**src/lcdft_defines.vh**
```
// register map, field positions and constants of the lcd frame timing block
`ifndef LCDFT_DEFINES_VH
`define LCDFT_DEFINES_VH

// register indices; byte address is four times the index
`define LCDFT_IDX_CTRL      30'h0a000414
`define LCDFT_IDX_LCW       30'h0a000416
`define LCDFT_IDX_FBS_LO    30'h0a000418
`define LCDFT_IDX_FBS_HI    30'h0a00041a
`define LCDFT_IDX_FBE_LO    30'h0a000420
`define LCDFT_IDX_FBE_HI    30'h0a000422
`define LCDFT_IDX_FM_FIRST  30'h0a000424
`define LCDFT_IDX_FM_SECOND 30'h0a000426
`define LCDFT_IDX_BIAS      30'h0a000430
`define LCDFT_IDX_STATUS    30'h0a000440
`define LCDFT_IDX_FETCH     30'h0a000444

// field positions
`define LCDFT_LOW_MSB   13
`define LCDFT_LOW_LSB   8
`define LCDFT_HIGH_MSB  5
`define LCDFT_HIGH_LSB  0
`define LCDFT_PRE_MSB   5
`define LCDFT_PRE_LSB   4
`define LCDFT_EN_BIT    0
`define LCDFT_BIAS_MSB  4
`define LCDFT_AHI_MSB   12

// prescaler codes
`define LCDFT_DIV1      2'h0
`define LCDFT_DIV2      2'h1
`define LCDFT_DIV4      2'h2

// constants
`define LCDFT_ZERO16    16'h0000
`define LCDFT_WORD_STEP 32'h00000004
`define LCDFT_ONE6      6'h01
`define LCDFT_MAX_FRAME 5'h1f

`endif

```
**src/lcdft_fifo.v**
```verilog
// synchronous fifo for fetched frame buffer words
`timescale 1ns/100ps
`default_nettype none

module lcdft_fifo #(
  parameter WIDTH = 32,
  parameter DEPTH = 8,
  parameter AW    = 3
) (
  input  wire             core_clk,
  input  wire             srst,
  input  wire [WIDTH-1:0] in_data,
  input  wire             in_valid,
  output wire             in_ready,
  output wire [WIDTH-1:0] out_data,
  output wire             out_valid,
  input  wire             out_ready
);

  reg [WIDTH-1:0] mem [0:DEPTH-1];
  reg [AW-1:0]    wr_ptr;
  reg [AW-1:0]    rd_ptr;
  reg [AW:0]      fill;
  wire            push;
  wire            pop;

  // honest full and empty from the fill count
  assign in_ready  = (fill != DEPTH[AW:0]);
  assign out_valid = (fill != {(AW+1){1'b0}});
  assign out_data  = mem[rd_ptr];
  assign push      = in_valid & in_ready;
  assign pop       = out_valid & out_ready;

  // storage write
  always @(posedge core_clk) begin
    if (push) begin
      mem[wr_ptr] <= in_data;
    end
  end

  // pointers and fill level
  always @(posedge core_clk) begin
    if (srst) begin
      wr_ptr <= {AW{1'b0}};
      rd_ptr <= {AW{1'b0}};
      fill   <= {(AW+1){1'b0}};
    end else begin
      if (push) begin
        wr_ptr <= (wr_ptr == DEPTH[AW-1:0] - 1'b1) ? {AW{1'b0}} : wr_ptr + 1'b1;
      end
      if (pop) begin
        rd_ptr <= (rd_ptr == DEPTH[AW-1:0] - 1'b1) ? {AW{1'b0}} : rd_ptr + 1'b1;
      end
      if (push & ~pop) begin
        fill <= fill + 1'b1;
      end else if (pop & ~push) begin
        fill <= fill - 1'b1;
      end
    end
  end

endmodule

`default_nettype wire

```
**src/lcdft_timing.v**
```verilog
// lcd frame timing: registers, line clock, frame marker, bias and fetch
//
// The Wishbone interface to the registers was decided locally.
`timescale 1ns/100ps
`default_nettype none
`include "lcdft_defines.vh"

module lcdft_timing #(
  parameter LINE_LEN    = 200,
  parameter FRAME_LINES = 240,
  parameter FIFO_DEPTH  = 8,
  parameter FIFO_AW     = 3
) (
  input  wire        core_clk,
  input  wire        srst,
  input  wire [31:0] wb_adr_i,
  input  wire [31:0] wb_dat_i,
  output reg  [31:0] wb_dat_o,
  input  wire [3:0]  wb_sel_i,
  input  wire        wb_we_i,
  input  wire        wb_cyc_i,
  input  wire        wb_stb_i,
  output reg         wb_ack_o,
  output reg         line_clk,
  output reg         frame_marker_out,
  output reg         bias_on,
  output reg         fetch_req,
  output reg  [31:0] fetch_addr,
  input  wire        fetch_ack,
  input  wire [31:0] fetch_data,
  output wire [31:0] pix_data,
  output wire        pix_valid,
  input  wire        pix_ready
);

  // register contents
  reg  [15:0] ctrl;
  reg  [5:0]  line_clock_low_count;
  reg  [5:0]  line_clock_high_count;
  reg  [15:0] fbs_lo;
  reg  [12:0] fbs_hi;
  reg  [15:0] fbe_lo;
  reg  [12:0] fbe_hi;
  reg  [7:0]  frame_marker_first_x;
  reg  [7:0]  frame_marker_second_x;
  reg  [4:0]  bias_count;

  // timing state
  reg  [1:0]  div_cnt;
  reg         gclk_en;
  reg  [5:0]  phase_cnt;
  reg  [7:0]  hpos;
  reg  [9:0]  vline;
  reg  [4:0]  frame_cnt;
  reg         en_d;

  wire        bus_req;
  wire        wr_en;
  wire [29:0] widx;
  wire        enable;
  wire [1:0]  prescale;
  wire [31:0] fb_start_address;
  wire [31:0] fb_end_address;
  wire [5:0]  low_len;
  wire [5:0]  high_len;
  wire        phase_done;
  wire        line_tick;
  wire        line_last;
  wire        frame_last;
  wire        fifo_in_ready;
  reg  [31:0] next_rdata;
  reg         next_gclk_en;

  assign bus_req  = wb_cyc_i & wb_stb_i & ~wb_ack_o;
  assign wr_en    = bus_req & wb_we_i;
  assign widx     = wb_adr_i[31:2];
  assign enable   = ctrl[`LCDFT_EN_BIT];
  assign prescale = ctrl[`LCDFT_PRE_MSB:`LCDFT_PRE_LSB];

  // top three bits held at zero
  assign fb_start_address = {3'h0, fbs_hi, fbs_lo};
  // top three bits held at zero
  assign fb_end_address   = {3'h0, fbe_hi, fbe_lo};

  // ------------------------------------------------------------------
  // wishbone slave: one wait state, ack for one cycle
  // ------------------------------------------------------------------

  // bus acknowledge, also for unmapped addresses
  always @(posedge core_clk) begin
    if (srst) begin
      wb_ack_o <= 1'b0;
    end else begin
      wb_ack_o <= bus_req;
    end
  end

  // register writes with byte lane enables
  always @(posedge core_clk) begin
    if (srst) begin
      ctrl                  <= `LCDFT_ZERO16;
      line_clock_low_count  <= 6'h00;
      line_clock_high_count <= 6'h00;
      fbs_lo                <= `LCDFT_ZERO16;
      fbs_hi                <= 13'h0000;
      fbe_lo                <= `LCDFT_ZERO16;
      fbe_hi                <= 13'h0000;
      frame_marker_first_x  <= 8'h00;
      frame_marker_second_x <= 8'h00;
      bias_count            <= 5'h00;
    end else if (wr_en) begin
      case (widx)
        `LCDFT_IDX_CTRL: begin
          if (wb_sel_i[0]) begin
            ctrl[7:0] <= {2'h0, wb_dat_i[5:4], 3'h0, wb_dat_i[0]};
          end
        end
        `LCDFT_IDX_LCW: begin
          if (wb_sel_i[1]) begin
            line_clock_low_count <= wb_dat_i[`LCDFT_LOW_MSB:`LCDFT_LOW_LSB];
          end
          if (wb_sel_i[0]) begin
            line_clock_high_count <= wb_dat_i[`LCDFT_HIGH_MSB:`LCDFT_HIGH_LSB];
          end
        end
        `LCDFT_IDX_FBS_LO: begin
          if (wb_sel_i[1]) begin
            fbs_lo[15:8] <= wb_dat_i[15:8];
          end
          if (wb_sel_i[0]) begin
            fbs_lo[7:0] <= wb_dat_i[7:0];
          end
        end
        `LCDFT_IDX_FBS_HI: begin
          if (wb_sel_i[1]) begin
            fbs_hi[12:8] <= wb_dat_i[`LCDFT_AHI_MSB:8];
          end
          if (wb_sel_i[0]) begin
            fbs_hi[7:0] <= wb_dat_i[7:0];
          end
        end
        `LCDFT_IDX_FBE_LO: begin
          if (wb_sel_i[1]) begin
            fbe_lo[15:8] <= wb_dat_i[15:8];
          end
          if (wb_sel_i[0]) begin
            fbe_lo[7:0] <= wb_dat_i[7:0];
          end
        end
        `LCDFT_IDX_FBE_HI: begin
          if (wb_sel_i[1]) begin
            fbe_hi[12:8] <= wb_dat_i[`LCDFT_AHI_MSB:8];
          end
          if (wb_sel_i[0]) begin
            fbe_hi[7:0] <= wb_dat_i[7:0];
          end
        end
        `LCDFT_IDX_FM_FIRST: begin
          if (wb_sel_i[0]) begin
            frame_marker_first_x <= wb_dat_i[7:0];
          end
        end
        `LCDFT_IDX_FM_SECOND: begin
          if (wb_sel_i[0]) begin
            frame_marker_second_x <= wb_dat_i[7:0];
          end
        end
        `LCDFT_IDX_BIAS: begin
          if (wb_sel_i[0]) begin
            bias_count <= wb_dat_i[`LCDFT_BIAS_MSB:0];
          end
        end
        default: begin
          ctrl <= ctrl;
        end
      endcase
    end
  end

  // read mux; reserved and unmapped bits read zero
  always @* begin
    next_rdata = 32'h00000000;
    case (widx)
      `LCDFT_IDX_CTRL:      next_rdata[15:0] = ctrl;
      `LCDFT_IDX_LCW:       next_rdata[15:0] = {2'h0, line_clock_low_count,
                                                2'h0, line_clock_high_count};
      `LCDFT_IDX_FBS_LO:    next_rdata[15:0] = fbs_lo;
      `LCDFT_IDX_FBS_HI:    next_rdata[15:0] = fb_start_address[31:16];
      `LCDFT_IDX_FBE_LO:    next_rdata[15:0] = fbe_lo;
      `LCDFT_IDX_FBE_HI:    next_rdata[15:0] = fb_end_address[31:16];
      `LCDFT_IDX_FM_FIRST:  next_rdata[15:0] = {8'h00, frame_marker_first_x};
      `LCDFT_IDX_FM_SECOND: next_rdata[15:0] = {8'h00, frame_marker_second_x};
      `LCDFT_IDX_BIAS:      next_rdata[15:0] = {11'h000, bias_count};
      `LCDFT_IDX_STATUS:    next_rdata[15:0] = {frame_marker_out, bias_on,
                                                line_clk, frame_cnt, 8'h00};
      `LCDFT_IDX_FETCH:     next_rdata = fetch_addr;
      default:              next_rdata = 32'h00000000;
    endcase
  end

  // read data registered with the ack
  always @(posedge core_clk) begin
    if (srst) begin
      wb_dat_o <= 32'h00000000;
    end else if (bus_req & ~wb_we_i) begin
      wb_dat_o <= next_rdata;
    end
  end

  // ------------------------------------------------------------------
  // base clock enable
  // ------------------------------------------------------------------

  // divide by 1, 2 or 4; reserved code acts as 4
  always @* begin
    case (prescale)
      `LCDFT_DIV1: next_gclk_en = 1'b1;
      `LCDFT_DIV2: next_gclk_en = div_cnt[0];
      `LCDFT_DIV4: next_gclk_en = &div_cnt;
      default:     next_gclk_en = &div_cnt;
    endcase
  end

  // free running divider counter
  always @(posedge core_clk) begin
    if (srst) begin
      div_cnt <= 2'h0;
      gclk_en <= 1'b0;
    end else begin
      div_cnt <= div_cnt + 2'h1;
      gclk_en <= next_gclk_en & enable;
    end
  end

  // ------------------------------------------------------------------
  // line clock and raster position
  // ------------------------------------------------------------------

  // a zero width still lasts one base clock
  assign low_len    = (line_clock_low_count == 6'h00) ? `LCDFT_ONE6 : line_clock_low_count;
  assign high_len   = (line_clock_high_count == 6'h00) ? `LCDFT_ONE6 : line_clock_high_count;
  assign phase_done = line_clk ? (phase_cnt + `LCDFT_ONE6 >= high_len)
                               : (phase_cnt + `LCDFT_ONE6 >= low_len);
  assign line_tick  = gclk_en & phase_done & ~line_clk;
  assign line_last  = (hpos == LINE_LEN[7:0] - 8'h01);
  assign frame_last = (vline == FRAME_LINES[9:0] - 10'h001);

  // line clock phase counter
  always @(posedge core_clk) begin
    if (srst | ~enable) begin
      line_clk  <= 1'b0;
      phase_cnt <= 6'h00;
    end else if (gclk_en) begin
      if (phase_done) begin
        line_clk  <= ~line_clk;
        phase_cnt <= 6'h00;
      end else begin
        phase_cnt <= phase_cnt + `LCDFT_ONE6;
      end
    end
  end

  // horizontal position in pixel pairs and line number
  always @(posedge core_clk) begin
    if (srst | ~enable) begin
      hpos  <= 8'h00;
      vline <= 10'h000;
    end else if (line_tick) begin
      if (line_last) begin
        hpos  <= 8'h00;
        vline <= frame_last ? 10'h000 : vline + 10'h001;
      end else begin
        hpos <= hpos + 8'h01;
      end
    end
  end

  // frame marker during the first line of a frame
  always @(posedge core_clk) begin
    if (srst | ~enable) begin
      frame_marker_out <= 1'b0;
    end else if (line_tick) begin
      if (vline != 10'h000) begin
        frame_marker_out <= 1'b0;
      end else if (hpos == frame_marker_first_x) begin
        frame_marker_out <= 1'b1;
      end else if (hpos == frame_marker_second_x) begin
        frame_marker_out <= 1'b0;
      end
    end
  end

  // frame counter for power sequencing
  always @(posedge core_clk) begin
    if (srst | ~enable) begin
      frame_cnt <= 5'h00;
      bias_on   <= 1'b0;
    end else begin
      if (line_tick & line_last & frame_last & (frame_cnt != `LCDFT_MAX_FRAME)) begin
        frame_cnt <= frame_cnt + 5'h01;
      end
      bias_on <= (frame_cnt >= bias_count);
    end
  end

  // ------------------------------------------------------------------
  // frame buffer fetch into the fifo
  // ------------------------------------------------------------------

  // request words while the fifo has room
  always @(posedge core_clk) begin
    if (srst) begin
      en_d       <= 1'b0;
      fetch_req  <= 1'b0;
      fetch_addr <= 32'h00000000;
    end else begin
      en_d <= enable;
      if (enable & ~en_d) begin
        fetch_addr <= {fb_start_address[31:3], 3'h0};
        fetch_req  <= 1'b0;
      end else if (~enable) begin
        fetch_req <= 1'b0;
      end else if (fetch_req & fetch_ack) begin
        fetch_req <= 1'b0;
        if (fetch_addr[31:3] >= fb_end_address[31:3]) begin
          // wrap to start for next frame
          fetch_addr <= {fb_start_address[31:3], 3'h0};
        end else begin
          fetch_addr <= fetch_addr + `LCDFT_WORD_STEP;
        end
      end else if (fifo_in_ready & en_d) begin
        fetch_req <= 1'b1;
      end
    end
  end

  // word buffer between memory and pixel path
  lcdft_fifo #(
    .WIDTH (32),
    .DEPTH (FIFO_DEPTH),
    .AW    (FIFO_AW)
  ) u_fifo (
    .core_clk  (core_clk),
    .srst      (srst),
    .in_data   (fetch_data),
    .in_valid  (fetch_req & fetch_ack),
    .in_ready  (fifo_in_ready),
    .out_data  (pix_data),
    .out_valid (pix_valid),
    .out_ready (pix_ready)
  );

endmodule

`default_nettype wire
```
**config.mk**
```make
export PLATFORM = sky130hd
export DESIGN_NAME = lcdft_timing
export DESIGN_NICKNAME = d
export VERILOG_FILES = /design/src/lcdft_fifo.v /design/src/lcdft_timing.v
export VERILOG_INCLUDE_DIRS = /design/src
export SDC_FILE = /design/constraint.sdc
export NUM_CORES = 1
export LEC_CHECK = 0
export BUFFER_PORTS_ARGS = -buffer_cell sky130_fd_sc_hd__buf_2
export CORE_ASPECT_RATIO = 1.2
export CORE_UTILIZATION = 53
export DETAILED_ROUTE_END_ITERATION = 8
export PLACE_DENSITY = 0.73
export SLEW_MARGIN = 20
export SYNTH_ARGS = -nofsm -noshare
export SYNTH_HDL_FRONTEND = slang
export SYNTH_SLANG_ARGS = --single-unit
```
**constraint.sdc**
```tcl
create_clock -name core_clk -period 5.02 [get_ports core_clk]
set_clock_uncertainty 0.15 [all_clocks]
set_input_delay 1.004 -clock core_clk [delete_from_list [all_inputs] [get_ports core_clk]]
set_output_delay 1.004 -clock core_clk [all_outputs]
set_load 0.005 [all_outputs]
```
==> results.py, run 1 <==
metrics = {
    "run_status": {
        "status": "completed",
    },
    "clock_network": {
        "post-cts-setup-buffers": 0,
        "numCtsBuffers": 45,
        "ctsResizeCount": 0,
        "cts_hold_buf": 0,
        "h-tree-depth": 2,
        "cts_tree": "done",
        "clockBufferDepth": 3,
        "clk-insertion-delay-late_ns": 0.57,
        "root_buffer": "clkbuf_16",
        "cts_sinks": 465,
        "cts.clk_slew.worst_paths_ns": 0.06,
    },
    "detailed_routing": {
        "num_vias": 14740,
        "firstDrtPassIters": 7,
        "routed_wl_um": 53300,
        "drt-vias-per-instance": 6.074,
        "drt_iter0_drc": 1418,
        "drt.antenna.violating_nets": 0,
        "wl_per_cell_um": 21.96,
        "drc": 0,
    },
    "yosys": {
        "synth_fa_ha_area_share_pct": 3.593,
        "yosys_warnings": 0,
        "synth_area_um2": 20750,
        "syn_inst": 1706,
        "synth_flop_cell": "edfxtp_1",
        "ys_ff_latch": 465,
        "syn_nets": 1872,
        "synth_edf_count": 256,
        "muxShareOfSynthArea_pct": 11.82,
        "synth-simple-area-share_pct": 13.33,
        "avgSynthCellArea_um2": 12.17,
        "yosysUniqueCellTypes": 74,
        "synth-xor-area-share_pct": 2.701,
        "synth-seq-area-share_pct": 57.20,
        "synth_compound_area_share_pct": 8.446,
        "synth_top_family_by_area": "simple AND/OR/NAND/NOR gates",
        "synthArstFlopShare_pct": 0,
    },
    "finish": {
        "fin_nets": 2036,
        "final_common_cell": "edfxtp_1",
        "layout_common_cells": "edfxtp_1, dfxtp_1, buf_2",
        "synthToLayoutAreaGrowth_pct": 14.05,
        "final_core_utilization_pct": 61.25,
        "antenna_cells": 0,
        "drive_gt1_share_pct": 21.67,
    },
    "power_and_ir_drop": {
        "p_int_mw": 5.897,
        "combPwrFrac_pct": 1.8,
        "switching_share_pct": 20.33,
        "p_clk_share_pct": 44.0,
        "p_seq_share_pct": 54.2,
        "peakVddDrop_mv": 0.2195,
        "p_leak_nw": 8.171,
        "switchingPower_mw": 1.505,
        "p_per_area_nw_per_um2": 312.7,
    },
    "grt": {
        "grt_max_degree": 65,
        "grt_pass1_wl_um": 82020,
        "grt_pass1_vias": 14450,
        "antenna_found_initial": 1,
        "grtUsageTotal_pct": 26.77,
        "grt.overflow.total": 0,
    },
    "placement": {
        "dp.final_hpwl_um": 36000,
        "portBuffers": 188,
        "gp_congestion": 0.9054,
    },
    "floorplanning": {
        "chipWidth_um": 182.6,
        "die_area_um2": 39960,
        "die_h_um": 218.8,
        "rows": 79,
        "core-area_um2": 38650,
        "start_util_pct": 53.70,
        "io_pins": 209,
    },
    "sta": {
        "drv_slew": 0,
        "slew_headroom_pct": 22.04,
        "rsz0062_at_grt": "false",
        "finalHoldViolCount": 0,
        "timing_worst_slew_pin_value_ns": 1.166,
        "max_freq_ghz": 0.2580,
        "post-route-period-util_pct": 77.21,
        "setup_tns_ns": 0,
        "setup_viol": 0,
        "fin_crit_ns": 3.876,
    },
    "setup_path": {
        "crit_buf_inv": 2,
        "path_class": "reg2out",
        "path_max_fanout": 37,
        "worstPathRequired_ns": 3.87,
        "worstSetupEndpointType": "primary output",
        "arrival_ns": 2.72,
        "startpoint_type": "register",
        "cpMaxStageDelayCell": "dfxtp_4",
        "slowest_delay_ns": 0.84,
        "crit_chain": "buf_12 > mux4_2 > mux2_2 > buf_2",
        "cp_top_family": "flip-flops",
    },
    "min_path": {
        "worstHoldPathType": "reg2reg",
    },
    "job": {
        "drv_cap": 0,
    },
}
## cells by family (layout without fill, tap and decap cells)
logic type               Yosys count  after routing
multiplexers                     161            161
AO/OA/AOI/OAI                    273            273
XOR/XNOR                          64             64
flip-flops                       465            465
adder cells (fa/ha/maj)           59             59
AND/OR/NAND/NOR                  533            533
buffers and inverters            151            346
## synth_stat cells (4+ instances only)
library cell / n / area (um2)
a211oi_1: 6 / 45.04
a21o_1: 8 / 60.06
a21oi_1: 130 / 650.6
a221oi_1: 5 / 43.79
a222oi_1: 21 / 210.2
a22o_1: 11 / 96.34
a22oi_1: 18 / 135.1
and2_1: 6 / 37.54
and3_1: 38 / 237.7
buf_1: 10 / 37.54
buf_2: 18 / 90.09
clkbuf_1: 67 / 251.5
dfxtp_1: 209 / 4184
edfxtp_1: 256 / 7687
ha_1: 58 / 725.7
inv_1: 53 / 198.9
mux2_2: 32 / 360.4
mux2i_1: 65 / 650.6
mux4_2: 64 / 1441
nand2_1: 156 / 585.6
nand2b_1: 19 / 118.9
nand3_1: 94 / 470.5
nand3b_1: 4 / 30.03
nand4_1: 21 / 131.4
nor2_1: 98 / 367.9
nor2b_1: 8 / 50.05
nor3_1: 26 / 130.1
nor3b_1: 4 / 30.03
nor4_1: 12 / 75.07
nor4_4: 4 / 85.08
nor4b_1: 6 / 52.55
o211ai_1: 7 / 52.55
o21ai_0: 15 / 75.07
o21ai_1: 4 / 20.02
o22ai_1: 25 / 156.4
or3_1: 9 / 56.30
xnor2_1: 40 / 350.3
xor2_1: 24 / 210.2
## power groups by stage
| stage | Sequential (mW) | Clock, mW | Combinational (mW) |
|---|---|---|---|
| detailed placement | 4.09 | 0 | 0.133 |
| CTS | 4.01 | 3.31 | 0.133 |
| finish | 4.01 | 3.26 | 0.135 |
| global placement | 4.09 | 0 | 0.127 |
| floorplan | 4.09 | 0 | 0.0477 |
| global route | 4.01 | 3.46 | 0.145 |
## worst reg2reg max path, cell delays in order, from the launching register on
cell,delay [ns]
dfxtp_1,0.47
and3_1,0.28
nand3_1,0.12
xnor2_1,0.35
ha_1,0.22
o211ai_1,0.11
o21ai_1,0.62
nand2_1,0.18
o31ai_1,0.77
nor2_1,0.11
## registers in the layout, summed over array words and instances (netlist names), 2 cells and up, named ones only
register	cells
ctrl	3
frame_cnt	5
fbs_lo	16
bias_count	5
fbe_hi	13
u_fifo.mem	256
phase_cnt	6
u_fifo.fill	4
frame_marker_second_x	8
u_fifo.rd_ptr	3
vline	10
hpos	8
u_fifo.wr_ptr	3
fbs_hi	13
fetch_addr	32
fbe_lo	16
frame_marker_first_x	8
div_cnt	2
line_clock_low_count	6
wb_dat_o	32
line_clock_high_count	6
## layer usage
layer | up-vias | share of wire, % | global-route usage (%)
met3 | 137 | 7.0 | 4.298
met4 | 2 | 4.5 | 12.91
li1 | 6737 | - | -
met1 | 7272 | 37 | 31.62
met5 | - | 0.032 | 0
met2 | 594 | 51 | 47.44
## area by class of cell
type / instances / area [um2]
timing repair buffer: 215 / 1171
fill: 2974 / 14980
inverter: 53 / 198.9
multi-input combinational: 1090 / 8362
sequential: 465 / 11880
clock inverter: 15 / 151.4
tap: 526 / 658.1
clock buffer: 63 / 1254
## path summary, 6_finish.rpt
| check | start | end | slack (ns) | cells past startpoint |
|---|---|---|---|---|
| max | register | pix_data[6] | 1.14 | 4 |
| min | wb_dat_o[21] | wb_dat_o[21] | 0.30 | 2 |
| max reg2reg | phase_cnt[0] | vline[6] | 1.46 | 9 |
| min reg2reg | wb_dat_o[21] | wb_dat_o[21] | 0.30 | 2 |
## per-stage QoR
step	hold WS [ns]	cells	total power [mW]	worst slack (ns)	instance area, um2
after floorplan	0.2673	1706	4.142	0.04746	20750
after global placement	0.2793	2349	4.219	1.087	22260
after detailed placement	0.2938	2349	4.225	1.045	22270
after CTS	0.3011	2427	7.453	1.061	23670
after global routing	0.3183	2427	7.610	0.9719	23670
final	0.2981	2427	7.402	1.144	23670
(Power assumes the default switching activity.)
==> inputs of run 2 (changes only) <==
clock period = 3.5 ns   (was 5.02 ns; I/O delays follow)
==> results.py, run 2 (synthesis gave the netlist of run 1 again) <==
metrics = {
    "run_status": {
        "status": "finished, violations left",
        "violations": "DRC",
    },
    "sta": {
        "fin_crit_ns": 3.327,
        "slew_headroom_pct": 42.49,
        "finalHoldViolCount": 0,
        "timing_worst_slew_pin_value_ns": 0.8627,
        "max_freq_ghz": 0.3006,
        "post-route-period-util_pct": 95.05,
        "setup_viol": 0,
        "hold_ws_ns": 0.2493,
        "drv_slew": 0,
        "timing.final.ws_setup_ns": 0.1731,
        "rsz0062_at_grt": "false",
        "setup_tns_ns": 0,
    },
    "detailed_routing": {
        "routed_wl_um": 53800,
        "drc": 2,
        "firstDrtPassIters": 9,
        "wl_per_cell_um": 21.76,
        "drt-vias-per-instance": 5.960,
        "num_vias": 14730,
        "drt_iter0_drc": 1404,
        "drt.antenna.violating_nets": 0,
    },
    "placement": {
        "portBuffers": 188,
        "pre_cts_ws_ns": 0.1222,
        "gp_congestion": 0.9458,
        "placed_area_um2": 22630,
        "dp.final_hpwl_um": 36790,
        "placed_cells": 2391,
    },
    "setup_path": {
        "path_class": "reg2reg",
        "path_max_fanout": 7,
        "r2r_end": "frame_cnt[3]",
        "worstPathRequired_ns": 3.85,
        "r2r_cells": 9,
        "reg2reg_slack_ns": 0.17,
        "arrival_ns": 3.68,
        "startpoint_type": "register",
        "worstSetupEndpointType": "register",
        "reg2reg_from": "phase_cnt[0]",
    },
    "clock_network": {
        "root_buffer": "clkbuf_16",
        "cts_hold_buf": 0,
        "cts_tree": "done",
        "cts.clk_slew.worst_paths_ns": 0.06,
        "numCtsBuffers": 45,
        "cts_sinks": 465,
        "clk-insertion-delay-late_ns": 0.57,
        "h-tree-depth": 2,
        "ctsResizeCount": 0,
        "post-cts-setup-buffers": 0,
        "clockBufferDepth": 3,
    },
    "grt": {
        "grt.overflow.total": 0,
        "grt_pass1_wl_um": 81590,
        "grt_pass1_vias": 14590,
        "grtUsageTotal_pct": 26.79,
        "grt_max_degree": 65,
        "antenna_found_initial": 1,
    },
    "floorplanning": {
        "die_area_um2": 39960,
        "die_h_um": 218.8,
        "rows": 79,
        "io_pins": 209,
        "core-area_um2": 38650,
        "start_util_pct": 53.70,
        "chipWidth_um": 182.6,
    },
    "min_path": {
        "worstHoldEndpoint": "u_fifo.mem[6][27]",
        "worstHoldPathType": "in2reg",
        "holdPathStages": 1,
        "min_from": "fetch_data[27]",
    },
    "power_and_ir_drop": {
        "peakVddDrop_mv": 0.3255,
        "p_leak_nw": 8.398,
        "power.total_mw": 10.74,
        "p_per_area_nw_per_um2": 446.2,
    },
    "finish": {
        "fin_nets": 2078,
        "largest_reg_flops": 256,
        "layout_common_cells": "edfxtp_1, dfxtp_1, buf_2",
        "final_common_cell": "edfxtp_1",
        "stdcell_count": 2472,
        "fill_cells": 2944,
        "reg_top3": "u_fifo.mem: 256 flops, fetch_addr: 32 flops, wb_dat_o: 32 flops",
        "top_register": "u_fifo.mem",
        "synthToLayoutAreaGrowth_pct": 15.96,
        "fin_area_um2": 24070,
        "drive_gt1_share_pct": 23.29,
        "final_core_utilization_pct": 62.27,
    },
    "job": {
        "drv_cap": 0,
    },
}
[run 2: final cells by class]
type	count	area, um2	share of cell area (%)
sequential	465	11880	49.35
multi-input combinational	1090	8374	34.80
timing repair buffer	257	1524	6.332
clock buffer	57	1192	4.955
tap	526	658.1	2.735
clock inverter	23	240.2	0.9982
inverter	53	198.9	0.8266
antenna	1	2.502	0.01040
[run 2: report_power, final]
group	internal (mW)	total [mW]	switching [mW]
Combinational	0.0557	0.197	0.141
Clock	2.72	4.79	2.07
Sequential	5.75	5.75	0.00139
[run 2: how the worst max path moves through the flow]
stage / cells past startpoint / slack, ns / startpoint / to
2_1_floorplan: 2 / -0.32 / fetch_ack / u_fifo.mem[2][0]
3_3_place_gp: 8 / 0.15 / wb_adr_i[6] / fbe_hi[10]
3_5_place_dp: 8 / 0.12 / wb_adr_i[6] / fbe_hi[11]
4_1_cts: 4 / 0.21 / register / pix_data[2]
5_1_grt: 10 / 0.0009 / phase_cnt[0] / vline[5]
6_report: 9 / 0.17 / phase_cnt[0] / frame_cnt[3]
[run 2: worst max-delay path, cell delays in order, from the launching register on]
cell and delay, ns:
dfxtp_1 0.45, and3_1 0.29, nand3_1 0.12, xnor2_1 0.35, ha_1 0.31, nor3_1 0.67
nor3_1 0.25, and3_1 0.34, nand4_1 0.15, mux2i_1 0.18
[run 2: routing by layer]
| layer | global-route usage (%) | wire length, um |
|---|---|---|
| met4 | 12.86 | 2290 |
| met3 | 3.701 | 3890 |
| met1 | 31.40 | 20040 |
| met5 | 0 | 0 |
| met2 | 48.27 | 27580 |
